[config.mk]
export PLATFORM = sky130hd
export DESIGN_NAME = vit_ctrl
export DESIGN_NICKNAME = d
export VERILOG_FILES = /design/src/vit_ctrl.v
export VERILOG_INCLUDE_DIRS = /design/src
export SDC_FILE = /design/constraint.sdc
export NUM_CORES = 1
export LEC_CHECK = 0
export ABC_AREA = 1
export BUFFER_PORTS_ARGS = -buffer_cell sky130_fd_sc_hd__clkbuf_2
export CORE_MARGIN = 2
export CORE_UTILIZATION = 48
export CTS_CLUSTER_DIAMETER = 120
export CTS_CLUSTER_SIZE = 28
export DETAILED_ROUTE_END_ITERATION = 6
export GPL_TIMING_DRIVEN = 1
export HOLD_SLACK_MARGIN = 0.06
export PLACE_DENSITY = 0.76
export SLEW_MARGIN = 20
export SYNTH_ARGS = -nofsm -noshare
export SYNTH_HDL_FRONTEND = slang
export SYNTH_SLANG_ARGS = --single-unit
[constraint.sdc]
create_clock -name sys_clk -period 2.55 [get_ports sys_clk]
set_input_delay 0.255 -clock sys_clk [delete_from_list [all_inputs] [get_ports sys_clk]]
set_output_delay 0.255 -clock sys_clk [all_outputs]
set_load 0.05 [all_outputs]
[src/vit_defs.vh]
// constants for the vectored interrupt and timer block
`ifndef VIT_DEFS_VH
`define VIT_DEFS_VH
`define VIT_CNT_W 12
`define VIT_TICK128_BIT 6
`define VIT_TICK1024_BIT 9
`define VIT_NSRC 11
`define VIT_VEC_W 4
`define VIT_DIV_W 8
`define VIT_TICK_DIV 8'hc8
`define VIT_DIV_ZERO 8'h00
`define VIT_DIV_ONE 8'h01
`define VIT_PORT_W 8
`define VIT_NEP 5
`define VIT_LOW_W 8
`define VIT_SRC_BUSRST 0
`define VIT_SRC_T128 1
`define VIT_SRC_T1024 2
`define VIT_SRC_EP0 3
`define VIT_SRC_DAC 8
`define VIT_SRC_GPIO 9
`define VIT_SRC_I2C 10
`define VIT_VEC_NONE 4'hf
`endif

[src/vit_ctrl.v]
// interrupt aggregation, pin edge detect and 12-bit free-running timer
// Operation
// - twelve-bit counter runs free, one step per microsecond.
// - tick sources come from counter bit 6 and bit 9.
// - ticks request only on rising bit transition when enabled.
// - reading low byte captures upper four bits into holding register.
// - reading upper nibble returns holding register, not live count.
// - eleven sources, each maskable, each with own vector.
// - sources: bus reset, two ticks, five endpoints, DAC, GPIO, I2C.
// - endpoint requests after host write or device send.
// - DAC pins masked individually before joining DAC request.
// - GPIO pins masked individually before joining GPIO request.
// - enabled GPIO conditions merge into one shared vector.
// - DAC trigger polarity selectable per pin.
// - GPIO trigger polarity selectable per port.
// - polarity is rising or falling edge.
`include "vit_defs.vh"
`default_nettype none
module vit_ctrl #(
  parameter DAC_W = 8,
  parameter GPIO_PORTS = 4,
  parameter [`VIT_DIV_W-1:0] TICK_DIV = `VIT_TICK_DIV
) (
  input wire sys_clk,
  input wire arst_n,
  input wire [`VIT_NSRC-1:0] srcEnable,
  input wire usbBusReset,
  input wire [4:0] epHostWrite,
  input wire [4:0] epDeviceSent,
  input wire i2cEvent,
  input wire [DAC_W-1:0] dacPin,
  input wire [DAC_W-1:0] dacPinMask,
  input wire [DAC_W-1:0] dacFallSel,
  input wire [GPIO_PORTS*8-1:0] gpioPin,
  input wire [GPIO_PORTS*8-1:0] gpioPinMask,
  input wire [GPIO_PORTS-1:0] gpioFallSel,
  input wire timerLowRead,
  input wire vecAck,
  output reg [7:0] timerLow_reg,
  output reg [3:0] timerHigh_reg,
  output reg [`VIT_NSRC-1:0] pending_reg,
  output reg irqReq_reg,
  output reg [`VIT_VEC_W-1:0] irqVec_reg
);
  localparam GW = GPIO_PORTS * `VIT_PORT_W;
  localparam NEP = `VIT_NEP;

  // lowest index wins, so bus reset outranks every other source
  function [`VIT_VEC_W-1:0] prioEnc;
    input [`VIT_NSRC-1:0] req;
    integer i;
    begin
      prioEnc = `VIT_VEC_NONE;
      for (i = `VIT_NSRC - 1; i >= 0; i = i - 1)
        if (req[i])
          prioEnc = i[`VIT_VEC_W-1:0];
    end
  endfunction

  // one pin: rising edge when fall is low, falling edge when high
  function edgeHit;
    input cur;
    input prev;
    input fall;
    begin
      if (fall)
        edgeHit = prev & ~cur;
      else
        edgeHit = cur & ~prev;
    end
  endfunction

  // two sync stages; the third only keeps the last value for edge compare
  reg [DAC_W-1:0] dacS1_reg;
  reg [DAC_W-1:0] dacS2_reg;
  reg [DAC_W-1:0] dacS3_reg;
  reg [GW-1:0] gpioS1_reg;
  reg [GW-1:0] gpioS2_reg;
  reg [GW-1:0] gpioS3_reg;
  reg busRstS1_reg;
  reg busRstS2_reg;
  reg [`VIT_DIV_W-1:0] divCnt_reg;
  reg [`VIT_DIV_W-1:0] divCnt_next;
  reg [`VIT_CNT_W-1:0] count_reg;
  reg [`VIT_CNT_W-1:0] count_next;
  reg [`VIT_CNT_W-1:0] countPrev_reg;
  reg [`VIT_NSRC-1:0] event_c;
  reg [`VIT_NSRC-1:0] ackClr_c;
  reg [`VIT_NSRC-1:0] pending_next;
  reg [`VIT_VEC_W-1:0] vec_next;
  wire usTick;
  wire [DAC_W-1:0] dacHit;
  wire [GW-1:0] gpioHit;

  // divider stands in for the 1 MHz tick; limitation: at most 256 clocks per step
  assign usTick = (divCnt_reg == TICK_DIV - `VIT_DIV_ONE);

  always @*
  begin
    if (usTick)
      divCnt_next = `VIT_DIV_ZERO;
    else
      divCnt_next = divCnt_reg + `VIT_DIV_ONE;
    count_next = count_reg + {{(`VIT_CNT_W-1){1'b0}}, usTick};
  end

  // per-pin edge detect after the sync stages
  genvar d;
  genvar g;
  generate
    for (d = 0; d < DAC_W; d = d + 1)
    begin : dacEdge
      wire pinEdge = edgeHit(dacS2_reg[d], dacS3_reg[d], dacFallSel[d]);
      assign dacHit[d] = pinEdge & dacPinMask[d];
    end
    for (g = 0; g < GW; g = g + 1)
    begin : gpioEdge
      // one polarity bit serves all pins of a port
      wire pinEdge = edgeHit(gpioS2_reg[g], gpioS3_reg[g], gpioFallSel[g / `VIT_PORT_W]);
      assign gpioHit[g] = pinEdge & gpioPinMask[g];
    end
  endgenerate

  always @*
  begin
    event_c = {`VIT_NSRC{1'b0}};
    event_c[`VIT_SRC_BUSRST] = busRstS2_reg;
    event_c[`VIT_SRC_T128] = count_reg[`VIT_TICK128_BIT] & ~countPrev_reg[`VIT_TICK128_BIT];
    event_c[`VIT_SRC_T1024] = count_reg[`VIT_TICK1024_BIT] & ~countPrev_reg[`VIT_TICK1024_BIT];
    event_c[`VIT_SRC_EP0+NEP-1:`VIT_SRC_EP0] = epHostWrite | epDeviceSent;
    event_c[`VIT_SRC_DAC] = |dacHit;
    event_c[`VIT_SRC_GPIO] = |gpioHit;
    event_c[`VIT_SRC_I2C] = i2cEvent;
  end

  // acked vector clears, but a new event in the same cycle wins
  always @*
  begin
    ackClr_c = {`VIT_NSRC{1'b0}};
    if (vecAck && irqReq_reg)
      ackClr_c[irqVec_reg] = 1'b1;
  end

  always @*
  begin
    pending_next = ((pending_reg & ~ackClr_c) | event_c) & srcEnable;
    vec_next = prioEnc(pending_next);
  end

  // pins reset high like their pull-ups, so release gives no false edge
  always @(posedge sys_clk or negedge arst_n)
  begin
    if (!arst_n)
    begin
      dacS1_reg <= {DAC_W{1'b1}};
      dacS2_reg <= {DAC_W{1'b1}};
      dacS3_reg <= {DAC_W{1'b1}};
      gpioS1_reg <= {GW{1'b1}};
      gpioS2_reg <= {GW{1'b1}};
      gpioS3_reg <= {GW{1'b1}};
      busRstS1_reg <= 1'b0;
      busRstS2_reg <= 1'b0;
    end
    else
    begin
      dacS1_reg <= dacPin;
      dacS2_reg <= dacS1_reg;
      dacS3_reg <= dacS2_reg;
      gpioS1_reg <= gpioPin;
      gpioS2_reg <= gpioS1_reg;
      gpioS3_reg <= gpioS2_reg;
      busRstS1_reg <= usbBusReset;
      busRstS2_reg <= busRstS1_reg;
    end
  end

  always @(posedge sys_clk or negedge arst_n)
  begin
    if (!arst_n)
    begin
      divCnt_reg <= `VIT_DIV_ZERO;
      count_reg <= {`VIT_CNT_W{1'b0}};
      countPrev_reg <= {`VIT_CNT_W{1'b0}};
    end
    else
    begin
      divCnt_reg <= divCnt_next;
      count_reg <= count_next;
      countPrev_reg <= count_reg;
    end
  end

  // high nibble loads only on a low-byte read, so a later carry stays hidden
  always @(posedge sys_clk or negedge arst_n)
  begin
    if (!arst_n)
    begin
      timerLow_reg <= {`VIT_LOW_W{1'b0}};
      timerHigh_reg <= {(`VIT_CNT_W-`VIT_LOW_W){1'b0}};
    end
    else
    begin
      timerLow_reg <= count_reg[`VIT_LOW_W-1:0];
      if (timerLowRead)
        timerHigh_reg <= count_reg[`VIT_CNT_W-1:`VIT_LOW_W];
    end
  end

  always @(posedge sys_clk or negedge arst_n)
  begin
    if (!arst_n)
    begin
      pending_reg <= {`VIT_NSRC{1'b0}};
      irqReq_reg <= 1'b0;
      irqVec_reg <= `VIT_VEC_NONE;
    end
    else
    begin
      pending_reg <= pending_next;
      irqReq_reg <= |pending_next;
      irqVec_reg <= vec_next;
    end
  end
endmodule
`default_nettype wire

==> After elaboration in Yosys (flattened, before gate mapping) <==
Index checks and enable logic that the tools add are counted.
{ "totals": {"ff_bits": 180, "output_inout_bits": 28, "word_cells": 290} }
{ "classes": {"addsub": 2, "n_lt_le_gt_ge": 2, "n_eq_ne": 1, "n_mux": 55, "bitwise": 209, "n_reduce_logical": 5} }
{ "op_table": {"columns": ["operator", "n"], "rows": [
  ["1-bit AND", 122],
  ["1-bit inverter", 82],
  ["1-bit 2-to-1 mux", 41],
  ["4-bit 2-to-1 mux", 10],
  ["32-bit OR reduction", 1],
  ["11-bit AND", 2],
  ["12-bit by 1-bit adder with 12-bit output", 1],
  ["11-bit 2-to-1 mux", 1],
  ["11-bit inverter", 1],
  ["11-bit bitwise OR", 1],
  ["11-bit OR reduction", 1],
  ["8-bit by 1-bit adder with 8-bit output, second input constant", 1],
  ["8-bit equality test, second input constant", 1],
  ["8-bit 2-to-1 mux", 1],
  ["8-bit OR reduction", 1],
  ["4-bit by 5-bit less-than comparator with 1-bit output, second input constant", 1],
  ["5-bit bitwise OR", 1],
  ["1-bit demux with 4-bit select", 1],
  ["4-bit by 1-bit >= comparator with 1-bit output, second input constant", 1],
  ["3-bit 2-to-1 mux", 1],
  ["1-bit logical AND", 2]
]} }

==> Logic depth before layout (Yosys ltp) <==
{ "logic_depth": {"depth_word": 20, "depth_mapped": 20, "mapped_depth_nobuf": 19} }

==> Worst setup path before layout <==
OpenSTA, ideal clock, no wires.
{ "synth_path": {"path_type": "reg-to-reg", "from": "register divCnt_reg[0]", "to": "register count_reg[11]", "arrival_ps": 2271, "slack_ps": 157, "stages_incl_launch_ff": 11, "path_buffers": 0, "synth_period_minus_slack_ps": 2393, "path_cell_list": "dfrtp_1 ha_1 nand2_1 nor4_1 ha_1 nand3_1 nor3_2 nand3_1 nor3b_1 nand3_1 xnor2_1"} }
{ "synth_via": {"elab_chain_len": 2} }
{ "synth_lines": {"columns": ["item", "line", "rtl"], "rows": [
  ["start: declaration", "vit_ctrl.v:82", "reg [`VIT_DIV_W-1:0] divCnt_reg;"],
  ["start signal: assignment", "vit_ctrl.v:181", "divCnt_reg <= `VIT_DIV_ZERO;"],
  ["start signal: assignment", "vit_ctrl.v:187", "divCnt_reg <= divCnt_next;"],
  ["8-bit equality test (no source line)", null, null],
  ["12-bit by 1-bit adder with 12-bit output", "vit_ctrl.v:104", "count_next = count_reg + {{(`VIT_CNT_W-1){1'b0}}, usTick};"],
  ["named net count_next[11]", "vit_ctrl.v:85", "reg [`VIT_CNT_W-1:0] count_next;"],
  ["end signal: assignment", "vit_ctrl.v:182", "count_reg <= {`VIT_CNT_W{1'b0}};"],
  ["end signal: assignment", "vit_ctrl.v:188", "count_reg <= count_next;"],
  ["end: declaration", "vit_ctrl.v:84", "reg [`VIT_CNT_W-1:0] count_reg;"]
]} }
The timed path passes the listed nets, and every way through them passes these cells.
A chain may end at the register's enable or synchronous reset.

==> Final worst setup path <==
{ "layout_path": {"from": "register divCnt_reg[0]", "to": "register count_reg[10]"} }
Same word-level chain as after synthesis.

==> flow_summary_export.csv <==
group,metric,value,unit
global_routing,overflow,0,
sta,timing.setup.tns,0,ns
sta,fin_crit_sh,0.890,
routing,vias,4492,
sta,fin_crit,2.27,ns
synth,netlist_area,6340,sq um
die,start_util,0.496,
global_routing,antenna_found_initial,0,
worst_setup_path,cp-startpoint,"divCnt_reg[0]$_DFF_PN0_",
placement,port-buffer-count,146,
synth,yosys.area.top_type,"dfstp_2",
worst_setup_path,worstPathMaxFanout,3,
worst_setup_path,path_class,"reg2reg",
die,dieArea,14100,sq um
synth,synth_top_area_frac,0.514,
clocking,tritoncts,"done",
worst_setup_path,ff2ff_path_depth,11,
clocking,clock_latency,0.41,ns
worst_setup_path,crit_arrival,2.57,ns
min_path,hold_path_class,"in2reg",
sta,tightest_slew,0.619,ns
synth,synthTopCellsByArea,"dfstp_2 51%, dfrtp_1 19%, nand2_1 7.3%, inv_1 4.1%, nand3_1 2.8%",
flow_run,timing.max_cap.violations,0,
worst_setup_path,cp-end-kind,"register",
worst_setup_path,cp-start-kind,"register",
routing,drc_errors,0,
die,coreArea,12800,sq um
die,die_h,119,um
min_path,hold_path_end,"pending_reg[9]$_DFF_PN0_",
worst_setup_path,regToRegEndpoint,"count_reg[10]$_DFF_PN0_",
clocking,htreeDepth,4,
sta,finalWorstSetupSlack,0.282,ns
outcome,status,"completed",
sta,max-slew-margin-rel,0.587,
clocking,cts-buffers-inserted,17,
die,io_pins,147,
final_layout,multi_input_area,1550,sq um
routing,viasPerCell,4.70,
die,die_width,119,um
sta,setup_violations,0,
clocking,clockBufferDepth,2,
synth,yosysUniqueCellTypes,34,
global_routing,grt_first_pass_wirelength,21700,um
synth,seq_area_frac_synth,0.700,
sta,finClkSkew,0.00947,ns
clocking,post-cts-setup-buffers,0,
routing,first_pass_iters,4,
synth,synthesis.instances,571,
power,leakage,0.00408,uW
sta,max_freq,441,MHz
synth,syn_nets,693,
worst_setup_path,regToRegSetupSlack,0.28,ns
final_layout,ff_latch_area,4430,sq um
sta,grt_setup_unrepaired,"no",
final_layout,final_nets,892,
final_layout,area_growth,30.1,%
power,p_per_area,715,nW/um^2
worst_setup_path,rr_startpoint,"divCnt_reg[0]$_DFF_PN0_",
die,fp-row-count,41,
synth,synth.avg_cell_area,11.1,sq um
min_path,hold_start,"srcEnable[9]",
sta,finalHoldViolations,0,
global_routing,grt_max_degree,72,
worst_setup_path,worst_ep_required_time,2.85,ns
global_routing,grt_pass1_vias,4677,
placement,hpwl,9140,um
routing,final_antenna_net_count,0,
routing,routed_wl,12800,um
final_layout,antenna_cells,0,
routing,drt-wirelength-per-cell,13.4,um
synth,ys_warn_count,0,
placement,place_ws,0.0531,ns
min_path,min_path_cells,3,
clocking,root_buffer,"clkbuf_16",
clocking,cts.clk_slew.worst_paths,0.06,ns
power,peakVddDrop,0.493,mV
sta,finalMaxSlewViolations,0,
final_layout,fill_cells,956,
routing,drt_first_iter_violations,255,
global_routing,track_usage,0.196,
clocking,clkSinkCount,171,
final_layout,drive_gt1_frac,0.415,
synth,ys_seq_elements,171,
placement,gp_congestion,0.862,
==> cells by family after synthesis <==
family,Yosys count,synth area share
adder cells (fa/ha/maj),3,0.00592
AND/OR/NAND/NOR,225,0.151
XOR/XNOR,10,0.0138
AO/OA/AOI/OAI,75,0.0651
buffers and inverters,85,0.0606
multiplexers,2,0.00355
flip-flops,171,0.700
==> through the flow <==
| stage | power (uW) | cells | hold slack, ns | util | area [sq um] |
|---|---|---|---|---|---|
| floorplan | 3240 | 571 | -0.0406 | - | 6340 |
| global placement | 3440 | 881 | 0.301 | 0.566 | 7230 |
| detailed placement | 3460 | 881 | 0.306 | 0.566 | 7230 |
| CTS | 5970 | 955 | 0.0798 | 0.644 | 8230 |
| global route | 6180 | 955 | 0.0891 | 0.646 | 8250 |
| finish | 5890 | 955 | 0.0912 | 0.646 | 8250 |
==> synthesized netlist by cell type (all sizes together) <==
library cell and number:
nand2 126, and3 2, xnor2 1, nand3 35
nor4 2, nor3b 1, nor3 6, ha 3
o21a 3, a21oi 16, o31ai 2, dfstp 124
a31oi 2, buf 12, nand4 2, nand3b 6
a21boi 6, nor2 44, o21ai 46, inv 73
mux2 2, or2 1, dfrtp 47, xor2 9
==> worst max-delay path: stages (launching register included) <==
cell and delay, ns:
dfrtp_1 0.37, ha_1 0.18, nand2_1 0.10, nor4_4 0.27, ha_1 0.23, ha_1 0.19, nand3_1 0.12, nor2_1 0.12
nand2_1 0.11, nor3_2 0.19, nand3_1 0.12, xor2_1 0.16
==> layout make-up <==
cell class | instances | share of cell area
timing repair buffer | 192 | 0.146
multi-input combinational | 315 | 0.187
tap | 172 | 0.0261
sequential | 171 | 0.538
clock buffer | 21 | 0.0583
clock inverter | 11 | 0.0112
inverter | 73 | 0.0338
==> worst max path at each step <==
stage,to,slack (ns),depth (start not counted)
6_report,count_reg[10]$_DFF_PN0_,0.28,11
3_5_place_dp,count_reg[10]$_DFF_PN0_,0.05,11
5_1_grt,count_reg[10]$_DFF_PN0_,0.03,11
3_3_place_gp,count_reg[10]$_DFF_PN0_,0.20,11
2_1_floorplan,count_reg[11]$_DFF_PN0_,0.16,10
4_1_cts,count_reg[10]$_DFF_PN0_,0.10,11
==> power breakdown <==
part           leakage [uW]  switching, uW  internal (uW)
Sequential          0.00192           60.6           2910
Clock              0.000281            985           1440
Combinational       0.00189            296            200
==> repair_timing <==
item,4_1_cts,5_1_grt
hold endpoints to repair,56,0
pin swaps,0,0
gates resized for setup,1,3
cloned,0,0
hold buffers,42,0
setup endpoints to repair,1,2
==> layer usage <==
metal	global-route usage	wire [um]	vias to the layer above
li1	-	-	2209
met1	0.241	5520	2142
met2	0.330	6390	126
met3	0.0651	716	15
met4	0.0573	148	0
met5	0	0	-
==> cell usage in the layout, fill, tap and decap left out, types with 2 or more instances in the layout <==
cell type / Yosys / routed
clkinvlp_4: 0 / 3
dfstp_2: 124 / 124
nand4_1: 2 / 2
nand2_1: 124 / 124
nand2_2: 2 / 2
o21a_1: 3 / 3
nor2_1: 40 / 40
nor2_2: 4 / 4
clkbuf_2: 0 / 145
clkbuf_16: 0 / 17
nand3b_1: 6 / 6
dfrtp_1: 47 / 47
mux2_2: 2 / 2
o21ai_1: 17 / 17
ha_1: 3 / 3
o21ai_0: 28 / 28
xor2_1: 9 / 9
nor3_2: 1 / 2
inv_1: 69 / 69
buf_4: 8 / 3
dlygate4sd3_1: 0 / 42
clkbuf_8: 0 / 4
clkinv_2: 0 / 5
a31oi_1: 2 / 2
inv_2: 2 / 2
nand3_1: 35 / 35
o31ai_1: 2 / 2
inv_4: 2 / 3
nor3_1: 5 / 4
and3_1: 2 / 2
a21oi_1: 15 / 15
a21boi_0: 5 / 5
Power figures use the tool's default switching activity.
